### config.mk
export PLATFORM = sky130hd
export DESIGN_NAME = isp_top
export DESIGN_NICKNAME = d
export VERILOG_FILES = /design/src/rtl/isp_pkg.sv /design/src/rtl/isp_res_if.sv /design/src/rtl/isp_resolver.sv /design/src/rtl/isp_top.sv
export SDC_FILE = /design/constraint.sdc
export NUM_CORES = 1
export LEC_CHECK = 0
export BUFFER_PORTS_ARGS = -buffer_cell sky130_fd_sc_hd__buf_2
export CAP_MARGIN = 15
export CORE_ASPECT_RATIO = 1.4
export CORE_MARGIN = 5
export CORE_UTILIZATION = 60
export DETAILED_ROUTE_END_ITERATION = 12
export PLACE_DENSITY = 0.85
export SYNTH_ARGS = -nofsm -noshare
export SYNTH_HDL_FRONTEND = slang
export SYNTH_SLANG_ARGS = --single-unit
### constraint.sdc
create_clock -name clk -period 16 [get_ports clk]
set_input_delay 2.4 -clock clk [delete_from_list [all_inputs] [get_ports clk]]
set_output_delay 2.4 -clock clk [all_outputs]
set_load 0.03 [all_outputs]
### src/rtl/isp_pkg.sv
// Constants, register layout and helper functions of the interrupt source prioritizer.
// Assumes a 16-bit register set reached over a 32-bit bus with word-aligned registers.
package isp_pkg;

	// --------------------------------------------------------------------
	// Sizes
	// --------------------------------------------------------------------
	localparam int ISP_NSRC = 13;
	localparam int ISP_NSLOT = 15;
	localparam int ISP_NLVL = 5;
	localparam int ISP_AW = 10;

	typedef logic [15:0] isp_reg_t;
	typedef logic [2:0] isp_lvl_t;
	typedef logic [3:0] isp_slot_t;
	typedef logic [3:0] isp_src_t;

	// --------------------------------------------------------------------
	// Register slots, word indices and writable bits
	// --------------------------------------------------------------------
	localparam int SL_EXT_FLAG = 0;
	localparam int SL_WD_CTRL = 1;
	localparam int SL_EXT_EN = 2;
	localparam int SL_IRQ_EN = 3;
	localparam int SL_PRIO_LO = 4;
	localparam int SL_PRIO_HI = 5;
	localparam int SL_EPRIO_LO = 6;
	localparam int SL_EPRIO_HI = 7;
	localparam int SL_T01_CTRL = 8;
	localparam int SL_T2_CTRL = 9;
	localparam int SL_SER0_CTRL = 10;
	localparam int SL_SER1_CTRL = 11;
	localparam int SL_STATUS = 12;
	localparam int SL_MASK = 13;
	localparam int SL_CORE = 14;

	localparam logic [7:0] ISP_IDX [ISP_NSLOT] = '{
		8'h91, 8'hd8, 8'he8, 8'h01, 8'h02, 8'h03, 8'h04, 8'h05,
		8'h06, 8'h07, 8'h08, 8'h09, 8'h0a, 8'h0b, 8'h0c};
	localparam isp_reg_t ISP_WMASK [ISP_NSLOT] = '{
		16'h00ff, 16'h00ff, 16'h001f, 16'h00ff, 16'h007f, 16'h007f, 16'h001f, 16'h001f,
		16'h00ff, 16'h00ff, 16'h00ff, 16'h00ff, 16'h1fff, 16'h1fff, 16'h0000};
	localparam isp_reg_t ISP_RST = 16'h0000;

	// --------------------------------------------------------------------
	// Bit positions
	// --------------------------------------------------------------------
	localparam int B_PF_FLAG = 4;
	localparam int B_PF_EN = 5;
	localparam int B_WD_FLAG = 3;
	localparam int B_EXT2_FLAG = 4;
	localparam int B_GATE = 7;
	localparam int B_EXT0_EDGE = 0;
	localparam int B_EXT0_FLAG = 1;
	localparam int B_EXT1_EDGE = 2;
	localparam int B_EXT1_FLAG = 3;
	localparam int B_T0_FLAG = 5;
	localparam int B_T1_FLAG = 7;
	localparam int B_T2_OVF = 7;
	localparam int B_T2_EXT = 6;
	localparam int B_RX_FLAG = 0;
	localparam int B_TX_FLAG = 1;
	localparam int B_CORE_ACT = 8;

	// --------------------------------------------------------------------
	// Sources in natural order, vectors, levels
	// --------------------------------------------------------------------
	localparam int SRC_PF = 0;
	localparam int SRC_EXT0 = 1;
	localparam int SRC_T0 = 2;
	localparam int SRC_EXT1 = 3;
	localparam int SRC_T1 = 4;
	localparam int SRC_SER0 = 5;
	localparam int SRC_T2 = 6;
	localparam int SRC_SER1 = 7;
	localparam int SRC_EXT2 = 8;
	localparam int SRC_WD = 12;
	localparam int ISP_NEXT_HI = 4;

	localparam logic [7:0] ISP_VEC [ISP_NSRC] = '{
		8'h33, 8'h03, 8'h0b, 8'h13, 8'h1b, 8'h23, 8'h2b,
		8'h3b, 8'h43, 8'h4b, 8'h53, 8'h5b, 8'h63};
	localparam isp_lvl_t ISP_LVL_PF = 3'h4;

	// --------------------------------------------------------------------
	// Helpers
	// --------------------------------------------------------------------
	function automatic isp_slot_t isp_slot_of(input logic [7:0] idx);
		isp_slot_of = isp_slot_t'(ISP_NSLOT);
		for (int k = 0; k < ISP_NSLOT; k++) begin
			if (ISP_IDX[k] == idx) begin
				isp_slot_of = isp_slot_t'(k);
			end
		end
	endfunction

	// Raw request flag of every source, as seen in a register image
	function automatic logic [ISP_NSRC-1:0] isp_flags(input isp_reg_t r [ISP_NSLOT]);
		logic [ISP_NSRC-1:0] f;
		f = '0;
		f[SRC_PF] = r[SL_WD_CTRL][B_PF_FLAG];
		f[SRC_EXT0] = r[SL_T01_CTRL][B_EXT0_FLAG];
		f[SRC_T0] = r[SL_T01_CTRL][B_T0_FLAG];
		f[SRC_EXT1] = r[SL_T01_CTRL][B_EXT1_FLAG];
		f[SRC_T1] = r[SL_T01_CTRL][B_T1_FLAG];
		f[SRC_SER0] = r[SL_SER0_CTRL][B_RX_FLAG] | r[SL_SER0_CTRL][B_TX_FLAG];
		f[SRC_T2] = r[SL_T2_CTRL][B_T2_OVF] | r[SL_T2_CTRL][B_T2_EXT];
		f[SRC_SER1] = r[SL_SER1_CTRL][B_RX_FLAG] | r[SL_SER1_CTRL][B_TX_FLAG];
		for (int j = 0; j < ISP_NEXT_HI; j++) begin
			f[SRC_EXT2 + j] = r[SL_EXT_FLAG][B_EXT2_FLAG + j];
		end
		f[SRC_WD] = r[SL_WD_CTRL][B_WD_FLAG];
		return f;
	endfunction

	// Highest level currently in service
	function automatic isp_lvl_t isp_top(input logic [ISP_NLVL-1:0] act);
		isp_top = '0;
		for (int k = 0; k < ISP_NLVL; k++) begin
			if (act[k]) begin
				isp_top = isp_lvl_t'(k);
			end
		end
	endfunction

endpackage

### src/rtl/isp_res_if.sv
// Carrier between the prioritizer top and its level resolver.
// Assumes both ends sit in the same clock domain; the resolver is purely combinational.
`timescale 1ns/1ps
interface isp_res_if;
	import isp_pkg::*;
	logic [ISP_NSRC-1:0] pend;
	isp_lvl_t lvl [ISP_NSRC];
	logic win_valid;
	isp_src_t win_idx;
	isp_lvl_t win_lvl;
	modport ctl(output pend, output lvl, input win_valid, input win_idx, input win_lvl);
	modport res(input pend, input lvl, output win_valid, output win_idx, output win_lvl);
endinterface

### src/rtl/isp_resolver.sv
// Picks the pending source of highest level, earliest in natural order on a tie.
// Assumes pend and lvl are stable within the cycle.
`timescale 1ns/1ps
module isp_resolver (
	// Request set and answer
	isp_res_if.res rif
);
	import isp_pkg::*;

	logic valid;
	isp_src_t idx;
	isp_lvl_t lvl;

	always_comb begin
		valid = 1'b0;
		idx = '0;
		lvl = '0;
		// Strictly greater keeps the earlier source on equal level
		for (int i = 0; i < ISP_NSRC; i++) begin
			if (rif.pend[i] && (!valid || rif.lvl[i] > lvl)) begin
				valid = 1'b1;
				idx = isp_src_t'(i);
				lvl = rif.lvl[i];
			end
		end
	end

	assign rif.win_valid = valid;
	assign rif.win_idx = idx;
	assign rif.win_lvl = lvl;

endmodule

### src/rtl/isp_top.sv
// Interrupt source prioritizer: thirteen sources, five levels, Avalon-MM register slave.
// Assumes event inputs are one-cycle pulses and pins are synchronous to clk.
//
// Added by the designer: the Avalon-MM register port.
`timescale 1ns/1ps

// Summary of operation
// - Each source has its own fixed vector
// - Natural order power-fail first, watchdog last
// - Power-fail flag/enable in watchdog control, no priority
// - Two priority bits per source at enable position
// - Serial receive or transmit flag requests vector
// - Timer2 overflow or external flag requests vector
// - Ext2-5 flags, enables, priorities in extended registers
// - Watchdog uses its flag, enable, priority bits
// - Flags set regardless of enable bits
// - Timer0/1 flags clear on vectoring
// - Edge external 0/1 flags clear on vectoring
// - Level external 0/1 flags follow the pin
// - Global gate blocks all except power-fail
// - Power-fail gated only by its own enable
// - Five levels, level 4 power-fail only
// - Equal level resolved by natural order
module isp_top (
	// Clock and reset
	input wire logic clk,
	input wire logic sys_rst,
	// Avalon-MM slave
	input wire logic [isp_pkg::ISP_AW-1:0] avs_address,
	input wire logic avs_read,
	input wire logic avs_write,
	input wire logic [31:0] avs_writedata,
	input wire logic [3:0] avs_byteenable,
	output logic [31:0] avs_readdata,
	output logic avs_waitrequest,
	// Processor core
	output logic core_irq_req,
	output logic [7:0] core_irq_vector,
	output isp_pkg::isp_lvl_t core_irq_level,
	input wire logic core_vector_ack,
	input wire logic core_reti,
	// Source events and pins
	input wire logic ev_power_fail,
	input wire logic ext0_in,
	input wire logic ext1_in,
	input wire logic ev_timer0_ovf,
	input wire logic ev_timer1_ovf,
	input wire logic ev_timer2_ovf,
	input wire logic ev_timer2_ext,
	input wire logic ev_serial0_rx,
	input wire logic ev_serial0_tx,
	input wire logic ev_serial1_rx,
	input wire logic ev_serial1_tx,
	input wire logic [isp_pkg::ISP_NEXT_HI-1:0] ev_ext_hi,
	input wire logic ev_watchdog,
	// Summary interrupt
	output logic irq
);
	import isp_pkg::*;

	// --------------------------------------------------------------------
	// State
	// --------------------------------------------------------------------
	isp_reg_t regs_r [ISP_NSLOT];
	isp_reg_t regs_nxt [ISP_NSLOT];
	logic ack_r, ack_nxt;
	logic [31:0] rdata_r, rdata_nxt;
	logic [1:0] ext_prev_r, ext_prev_nxt;
	logic [ISP_NLVL-1:0] act_r, act_nxt;
	logic req_r, req_nxt;
	logic [7:0] vec_r, vec_nxt;
	isp_lvl_t lvl_r, lvl_nxt;
	isp_src_t src_r, src_nxt;

	isp_res_if rif();

	isp_resolver u_res (
		.rif(rif)
	);

	// --------------------------------------------------------------------
	// Bus decode
	// --------------------------------------------------------------------
	logic bus_req;
	isp_slot_t slot;
	logic hit;
	logic wr;
	isp_reg_t lane_m;
	isp_reg_t wm;
	isp_reg_t wd;
	logic take;
	logic [ISP_NSRC-1:0] flags;
	logic [ISP_NSRC-1:0] stat_set;
	logic ext0_edge, ext1_edge;
	logic grant;

	assign bus_req = avs_read | avs_write;
	// Fixed single wait state: read data is registered on the edge that raises ack
	assign avs_waitrequest = bus_req & ~ack_r;
	assign slot = isp_slot_of(avs_address[ISP_AW-1:2]);
	assign hit = (slot != isp_slot_t'(ISP_NSLOT));
	assign wr = ack_r & avs_write & hit;
	assign lane_m = {{8{avs_byteenable[1]}}, {8{avs_byteenable[0]}}};
	assign wd = avs_writedata[15:0];
	assign wm = hit ? (ISP_WMASK[slot] & lane_m) : '0;
	assign take = core_vector_ack & req_r;

	always_comb begin
		ack_nxt = bus_req & ~ack_r;
		rdata_nxt = rdata_r;
		if (ack_nxt && avs_read) begin
			if (!hit) begin
				rdata_nxt = '0;
			end else if (slot == isp_slot_t'(SL_CORE)) begin
				rdata_nxt = {16'h0000, 3'h0, act_r, vec_r};
			end else begin
				rdata_nxt = {16'h0000, regs_r[slot]};
			end
		end
	end

	// --------------------------------------------------------------------
	// Register file and flags
	// --------------------------------------------------------------------
	assign ext0_edge = ext0_in & ~ext_prev_r[0];
	assign ext1_edge = ext1_in & ~ext_prev_r[1];

	always_comb begin
		ext_prev_nxt = {ext1_in, ext0_in};
		for (int k = 0; k < ISP_NSLOT; k++) begin
			regs_nxt[k] = regs_r[k];
		end
		// Software writes; flags not cleared by hardware are cleared here
		if (wr && slot == isp_slot_t'(SL_STATUS)) begin
			regs_nxt[SL_STATUS] = regs_r[SL_STATUS] & ~(wd & wm);
		end else if (wr) begin
			regs_nxt[slot] = (regs_r[slot] & ~wm) | (wd & wm);
		end
		// Clear on vectoring
		if (take && src_r == isp_src_t'(SRC_T0)) begin
			regs_nxt[SL_T01_CTRL][B_T0_FLAG] = 1'b0;
		end
		if (take && src_r == isp_src_t'(SRC_T1)) begin
			regs_nxt[SL_T01_CTRL][B_T1_FLAG] = 1'b0;
		end
		if (take && src_r == isp_src_t'(SRC_EXT0) && regs_r[SL_T01_CTRL][B_EXT0_EDGE]) begin
			regs_nxt[SL_T01_CTRL][B_EXT0_FLAG] = 1'b0;
		end
		if (take && src_r == isp_src_t'(SRC_EXT1) && regs_r[SL_T01_CTRL][B_EXT1_EDGE]) begin
			regs_nxt[SL_T01_CTRL][B_EXT1_FLAG] = 1'b0;
		end
		// Hardware sets come last so they win, whatever the enables
		if (ev_power_fail) begin
			regs_nxt[SL_WD_CTRL][B_PF_FLAG] = 1'b1;
		end
		if (ev_watchdog) begin
			regs_nxt[SL_WD_CTRL][B_WD_FLAG] = 1'b1;
		end
		for (int j = 0; j < ISP_NEXT_HI; j++) begin
			if (ev_ext_hi[j]) begin
				regs_nxt[SL_EXT_FLAG][B_EXT2_FLAG + j] = 1'b1;
			end
		end
		if (ev_timer0_ovf) begin
			regs_nxt[SL_T01_CTRL][B_T0_FLAG] = 1'b1;
		end
		if (ev_timer1_ovf) begin
			regs_nxt[SL_T01_CTRL][B_T1_FLAG] = 1'b1;
		end
		if (ev_timer2_ovf) begin
			regs_nxt[SL_T2_CTRL][B_T2_OVF] = 1'b1;
		end
		if (ev_timer2_ext) begin
			regs_nxt[SL_T2_CTRL][B_T2_EXT] = 1'b1;
		end
		if (ev_serial0_rx) begin
			regs_nxt[SL_SER0_CTRL][B_RX_FLAG] = 1'b1;
		end
		if (ev_serial0_tx) begin
			regs_nxt[SL_SER0_CTRL][B_TX_FLAG] = 1'b1;
		end
		if (ev_serial1_rx) begin
			regs_nxt[SL_SER1_CTRL][B_RX_FLAG] = 1'b1;
		end
		if (ev_serial1_tx) begin
			regs_nxt[SL_SER1_CTRL][B_TX_FLAG] = 1'b1;
		end
		// External 0/1: latch an edge, or follow the pin in level mode
		if (!regs_nxt[SL_T01_CTRL][B_EXT0_EDGE]) begin
			regs_nxt[SL_T01_CTRL][B_EXT0_FLAG] = ext0_in;
		end else if (ext0_edge) begin
			regs_nxt[SL_T01_CTRL][B_EXT0_FLAG] = 1'b1;
		end
		if (!regs_nxt[SL_T01_CTRL][B_EXT1_EDGE]) begin
			regs_nxt[SL_T01_CTRL][B_EXT1_FLAG] = ext1_in;
		end else if (ext1_edge) begin
			regs_nxt[SL_T01_CTRL][B_EXT1_FLAG] = 1'b1;
		end
		// Sticky status follows each rising flag, set over write-one clear
		stat_set = isp_flags(regs_nxt) & ~isp_flags(regs_r);
		regs_nxt[SL_STATUS][ISP_NSRC-1:0] = regs_nxt[SL_STATUS][ISP_NSRC-1:0] | stat_set;
	end

	// Level output, high while any unmasked sticky status bit is set
	assign irq = |(regs_r[SL_STATUS] & regs_r[SL_MASK]);

	// --------------------------------------------------------------------
	// Pending sources and levels
	// --------------------------------------------------------------------
	assign flags = isp_flags(regs_r);

	always_comb begin
		rif.pend = '0;
		for (int i = 0; i < ISP_NSRC; i++) begin
			rif.lvl[i] = '0;
		end
		// Power-fail ignores the global gate and sits alone on the top level
		rif.pend[SRC_PF] = flags[SRC_PF] & regs_r[SL_WD_CTRL][B_PF_EN];
		rif.lvl[SRC_PF] = ISP_LVL_PF;
		for (int i = SRC_EXT0; i < SRC_EXT2; i++) begin
			rif.pend[i] = flags[i] & regs_r[SL_IRQ_EN][i-1] & regs_r[SL_IRQ_EN][B_GATE];
			rif.lvl[i] = {1'b0, regs_r[SL_PRIO_HI][i-1], regs_r[SL_PRIO_LO][i-1]};
		end
		for (int i = SRC_EXT2; i < ISP_NSRC; i++) begin
			rif.pend[i] = flags[i] & regs_r[SL_EXT_EN][i-SRC_EXT2]
				& regs_r[SL_IRQ_EN][B_GATE];
			rif.lvl[i] = {1'b0, regs_r[SL_EPRIO_HI][i-SRC_EXT2],
				regs_r[SL_EPRIO_LO][i-SRC_EXT2]};
		end
	end

	// --------------------------------------------------------------------
	// Core request and levels in service
	// --------------------------------------------------------------------
	isp_lvl_t top_lvl;

	// Highest level in service; only a strictly higher winner may interrupt it
	assign top_lvl = isp_top(act_r);
	assign grant = rif.win_valid && (act_r == '0 || rif.win_lvl > top_lvl);

	always_comb begin
		act_nxt = act_r;
		if (core_reti && act_r != '0) begin
			act_nxt[top_lvl] = 1'b0;
		end
		if (take) begin
			act_nxt[lvl_r] = 1'b1;
		end
		// Drop the request for one cycle after a take so it is not taken twice
		req_nxt = grant & ~take;
		// With no winner the vector reads as zero rather than a stale table entry
		vec_nxt = '0;
		lvl_nxt = '0;
		src_nxt = '0;
		if (rif.win_valid) begin
			vec_nxt = ISP_VEC[rif.win_idx];
			lvl_nxt = rif.win_lvl;
			src_nxt = rif.win_idx;
		end
	end

	always_ff @(posedge clk) begin
		if (sys_rst) begin
			for (int k = 0; k < ISP_NSLOT; k++) begin
				regs_r[k] <= ISP_RST;
			end
			ack_r <= 1'b0;
			rdata_r <= '0;
			ext_prev_r <= '0;
			act_r <= '0;
			req_r <= 1'b0;
			vec_r <= '0;
			lvl_r <= '0;
			src_r <= '0;
		end else begin
			for (int k = 0; k < ISP_NSLOT; k++) begin
				regs_r[k] <= regs_nxt[k];
			end
			ack_r <= ack_nxt;
			rdata_r <= rdata_nxt;
			ext_prev_r <= ext_prev_nxt;
			act_r <= act_nxt;
			req_r <= req_nxt;
			vec_r <= vec_nxt;
			lvl_r <= lvl_nxt;
			src_r <= src_nxt;
		end
	end

	assign avs_readdata = rdata_r;
	assign core_irq_req = req_r;
	assign core_irq_vector = vec_r;
	assign core_irq_level = lvl_r;

endmodule

==> results.cfg <==
[final_layout]
regArea_sq_um = 5550
layout_common_cells = dfxtp_1 (277), nor2_1 (171), nor2b_1 (148), o21ai_0 (115), a21oi_1 (86)
layout_commonest_cell = dfxtp_1
drive_gt1_share_pct = 13.2
postLayoutCellArea_sq_um = 14900
fillers = 1769
layout.cells.non_filler = 1939
areaGrowthSynthToFinish_pct = 11.4
nets = 1719
diodes = 0
multi_input_area_sq_um = 7320

[global_routing]
antenna_found_initial = 0
gr-total-overflow = 0
grt_usage_pct = 33.3
grt_max_degree = 105
grt_pass1_vias = 12300
grt_pass1_wl_mm = 67.5

[drt]
viasPerCell = 6.62
vias = 12800
drt_iter0_drc = 1458
finalWirelength_mm = 43.6
first_pass_iters = 6
ant_nets = 0
drc = 0
wl_per_cell_microns = 22.5

[yosys]
syn_avg_cell_area_sq_um = 8.43
synth_compound_area_share_pct = 24.1
syn_area_sq_um = 13400
synth_cells = 1592
synth_top_family_by_area = compound AO/OA/AOI/OAI gates
ys.warnings.count = 0
synth-simple-area-share_pct = 23.3
synth_cell_types = 85
synth.area.mux_share_pct = 3.22
synth_seq_area_share_pct = 41.3
async_flop_share_pct = 0
synthXorXnorAreaFrac_pct = 0.0653
synth-edff-count = 0
synthAdderAreaFrac_pct = 2.70
ys.flop_type = dfxtp_1
synth_seq_cells = 277

[setup_path]
cp-end-kind = register
cp.required_ns = 16.44
cp_common_cell = ha_1
startpoint_type = register
cpMaxStageDelayCell = dfxtp_1
critPathKind = reg2reg
slowest_delay_ns = 0.37
crit_path_max_fanout = 9
worstPathArrival_ns = 15.32

[power]
powerDensity_nw_per_um2 = 96.4
power_leakage_nw = 5.60
peakVddDrop_v = 0.0000854

[floorplan]
num_io_pins = 114
initial_core_util_pct = 61.2
dieWidth_microns = 136
die_area_sq_um = 25500
die_y_microns = 187
core_area_sq_um = 21900
rows = 64

[clock_network]
cts_buffers = 26
clk_latency_ns = 0.56
clock_tree.buffer_depth = 3
htree_num_levels = 1
root_buffer = clkbuf_16
cts_tree = yes
clkTransAtPathRegs_ns = 0.07
cts.sink_count = 277

[timing]
max_slew_margin_pct = 24.3
drv_slew = 0
fmax_mhz = 67.2
max_slew.worst_pin.slew_ns = 1.13
hold_viol = 0
skew_ns = 0.0207
whs_ns = 0.453
period_minus_slack_ns = 14.88
timing.final.crit_share_pct = 93.0
setup_viol = 0

[placed_design]
portBuffers = 72
routabilityCongestion = 0.998
dp.cells = 1882
post_dp_cell_area_sq_um = 13900
hpwl_mm = 29.7

[hold_path]
min_path_type = reg2reg

[run]
drv_cap = 0

[outcome]
outcome = completed
==> routing by layer <==
| metal | vias to the layer above | share of wire [%] | global-route usage, % |
|---|---|---|---|
| met5 | - | 0 | 0 |
| met1 | 5974 | 35 | 38.8 |
| met3 | 273 | 9.5 | 7.62 |
| li1 | 5826 | - | - |
| met2 | 759 | 45 | 52.1 |
| met4 | 0 | 10 | 26.3 |
==> Yosys cell counts (5+ instances only) <==
library cell | number | area share (%)
dfxtp_1 | 277 | 41
nor2_1 | 173 | 4.8
nor2b_1 | 148 | 6.9
o21ai_0 | 116 | 4.3
a21oi_1 | 90 | 3.4
nand2_1 | 85 | 2.4
clkbuf_1 | 75 | 2.1
nand3_1 | 62 | 2.3
a211oi_1 | 61 | 3.4
nor3_1 | 40 | 1.5
inv_1 | 36 | 1.0
ha_1 | 29 | 2.7
and3_1 | 28 | 1.3
mux2i_1 | 24 | 1.8
a22o_1 | 23 | 1.5
buf_4 | 20 | 1.1
o211ai_1 | 20 | 1.1
a222oi_1 | 17 | 1.3
buf_2 | 17 | 0.63
mux2_2 | 17 | 1.4
buf_1 | 13 | 0.36
nand4_1 | 13 | 0.61
o41ai_1 | 12 | 0.78
a22oi_1 | 11 | 0.62
and2_1 | 11 | 0.51
o31ai_1 | 11 | 0.62
a21o_1 | 10 | 0.56
a31oi_1 | 10 | 0.47
o22ai_1 | 10 | 0.47
a32oi_1 | 9 | 0.59
nor4_1 | 8 | 0.37
o21a_1 | 8 | 0.45
a221oi_1 | 7 | 0.46
nand3b_1 | 6 | 0.34
or2_2 | 6 | 0.28
a211o_1 | 5 | 0.33
o2111ai_1 | 5 | 0.33
==> registers in the layout, indices dropped and copies added (netlist names) <==
| name | cells |
|---|---|
| ack_r | 1 |
| flags | 10 |
| core_irq_req | 1 |
| core_irq_vector | 5 |
| core_irq_level | 3 |
| src_r | 4 |
| act_r | 5 |
| avs_readdata | 16 |
| ext_prev_r | 2 |
| regs_r | 230 |
==> worst max-delay path: cells and delay by family, from the launching register on <==
| kind | cells | cell delay [ns] |
|---|---|---|
| compound gates | 39 | 6.91 |
| buf+inv | 4 | 0.52 |
| fa+ha+maj | 12 | 3.18 |
| simple gates | 24 | 3.35 |
| flops | 1 | 0.37 |
| mux | 1 | 0.36 |
==> cell type report <==
cell class | count | area share, %
Clock inverter | 18 | 1.48
Sequential cell | 277 | 37.1
Tap cell | 297 | 2.49
Multi-Input combinational cell | 1170 | 49.0
Timing Repair Buffer | 110 | 4.36
Inverter | 37 | 0.929
Clock buffer | 30 | 4.66
==> path summary, 6_finish.rpt <==
path,start,to,slack [ns],cells past startpoint
max,flags[1],core_irq_req,1.12,80
min,regs_r[1],regs_r[1],0.45,2
max reg2reg,flags[1],core_irq_req,1.12,80
min reg2reg,regs_r[1],regs_r[1],0.45,2
==> report_power, final <==
group          internal [mW]  switching [mW]
registers              0.696          0.0104
clock network          0.380           0.281
logic                 0.0199          0.0541
total                   1.10           0.345
==> stage by stage <==
step                      TNS [ns]  power (mW)  setup WS, ns  util, %
final                            0        1.44          1.12     68.1
after global routing       -0.0521        1.48       -0.0521     68.1
after CTS                        0        1.44        0.0805     67.5
after detailed placement         0       0.791         0.132     63.3
after global placement           0       0.790         0.444     63.3
after floorplan                  0       0.767          1.97        -
==> logic make-up (layout without fill, tap and decap cells) <==
group / after synthesis / count (layout)
other: 1 / 18
adder cells (fa/ha/maj): 29 / 29
XOR/XNOR: 1 / 1
multiplexers: 41 / 41
AO/OA/AOI/OAI: 471 / 471
buffers and inverters: 162 / 195
flip-flops: 277 / 277
AND/OR/NAND/NOR: 610 / 610
==> repair_timing <==
item / CTS / global route
hold buffers: 0 / 0
setup buffers: 0 / 9
gates resized for setup: 0 / 13
endpoints found under the setup margin: 0 / 12
No activity file was read; power rests on OpenSTA's default activity.
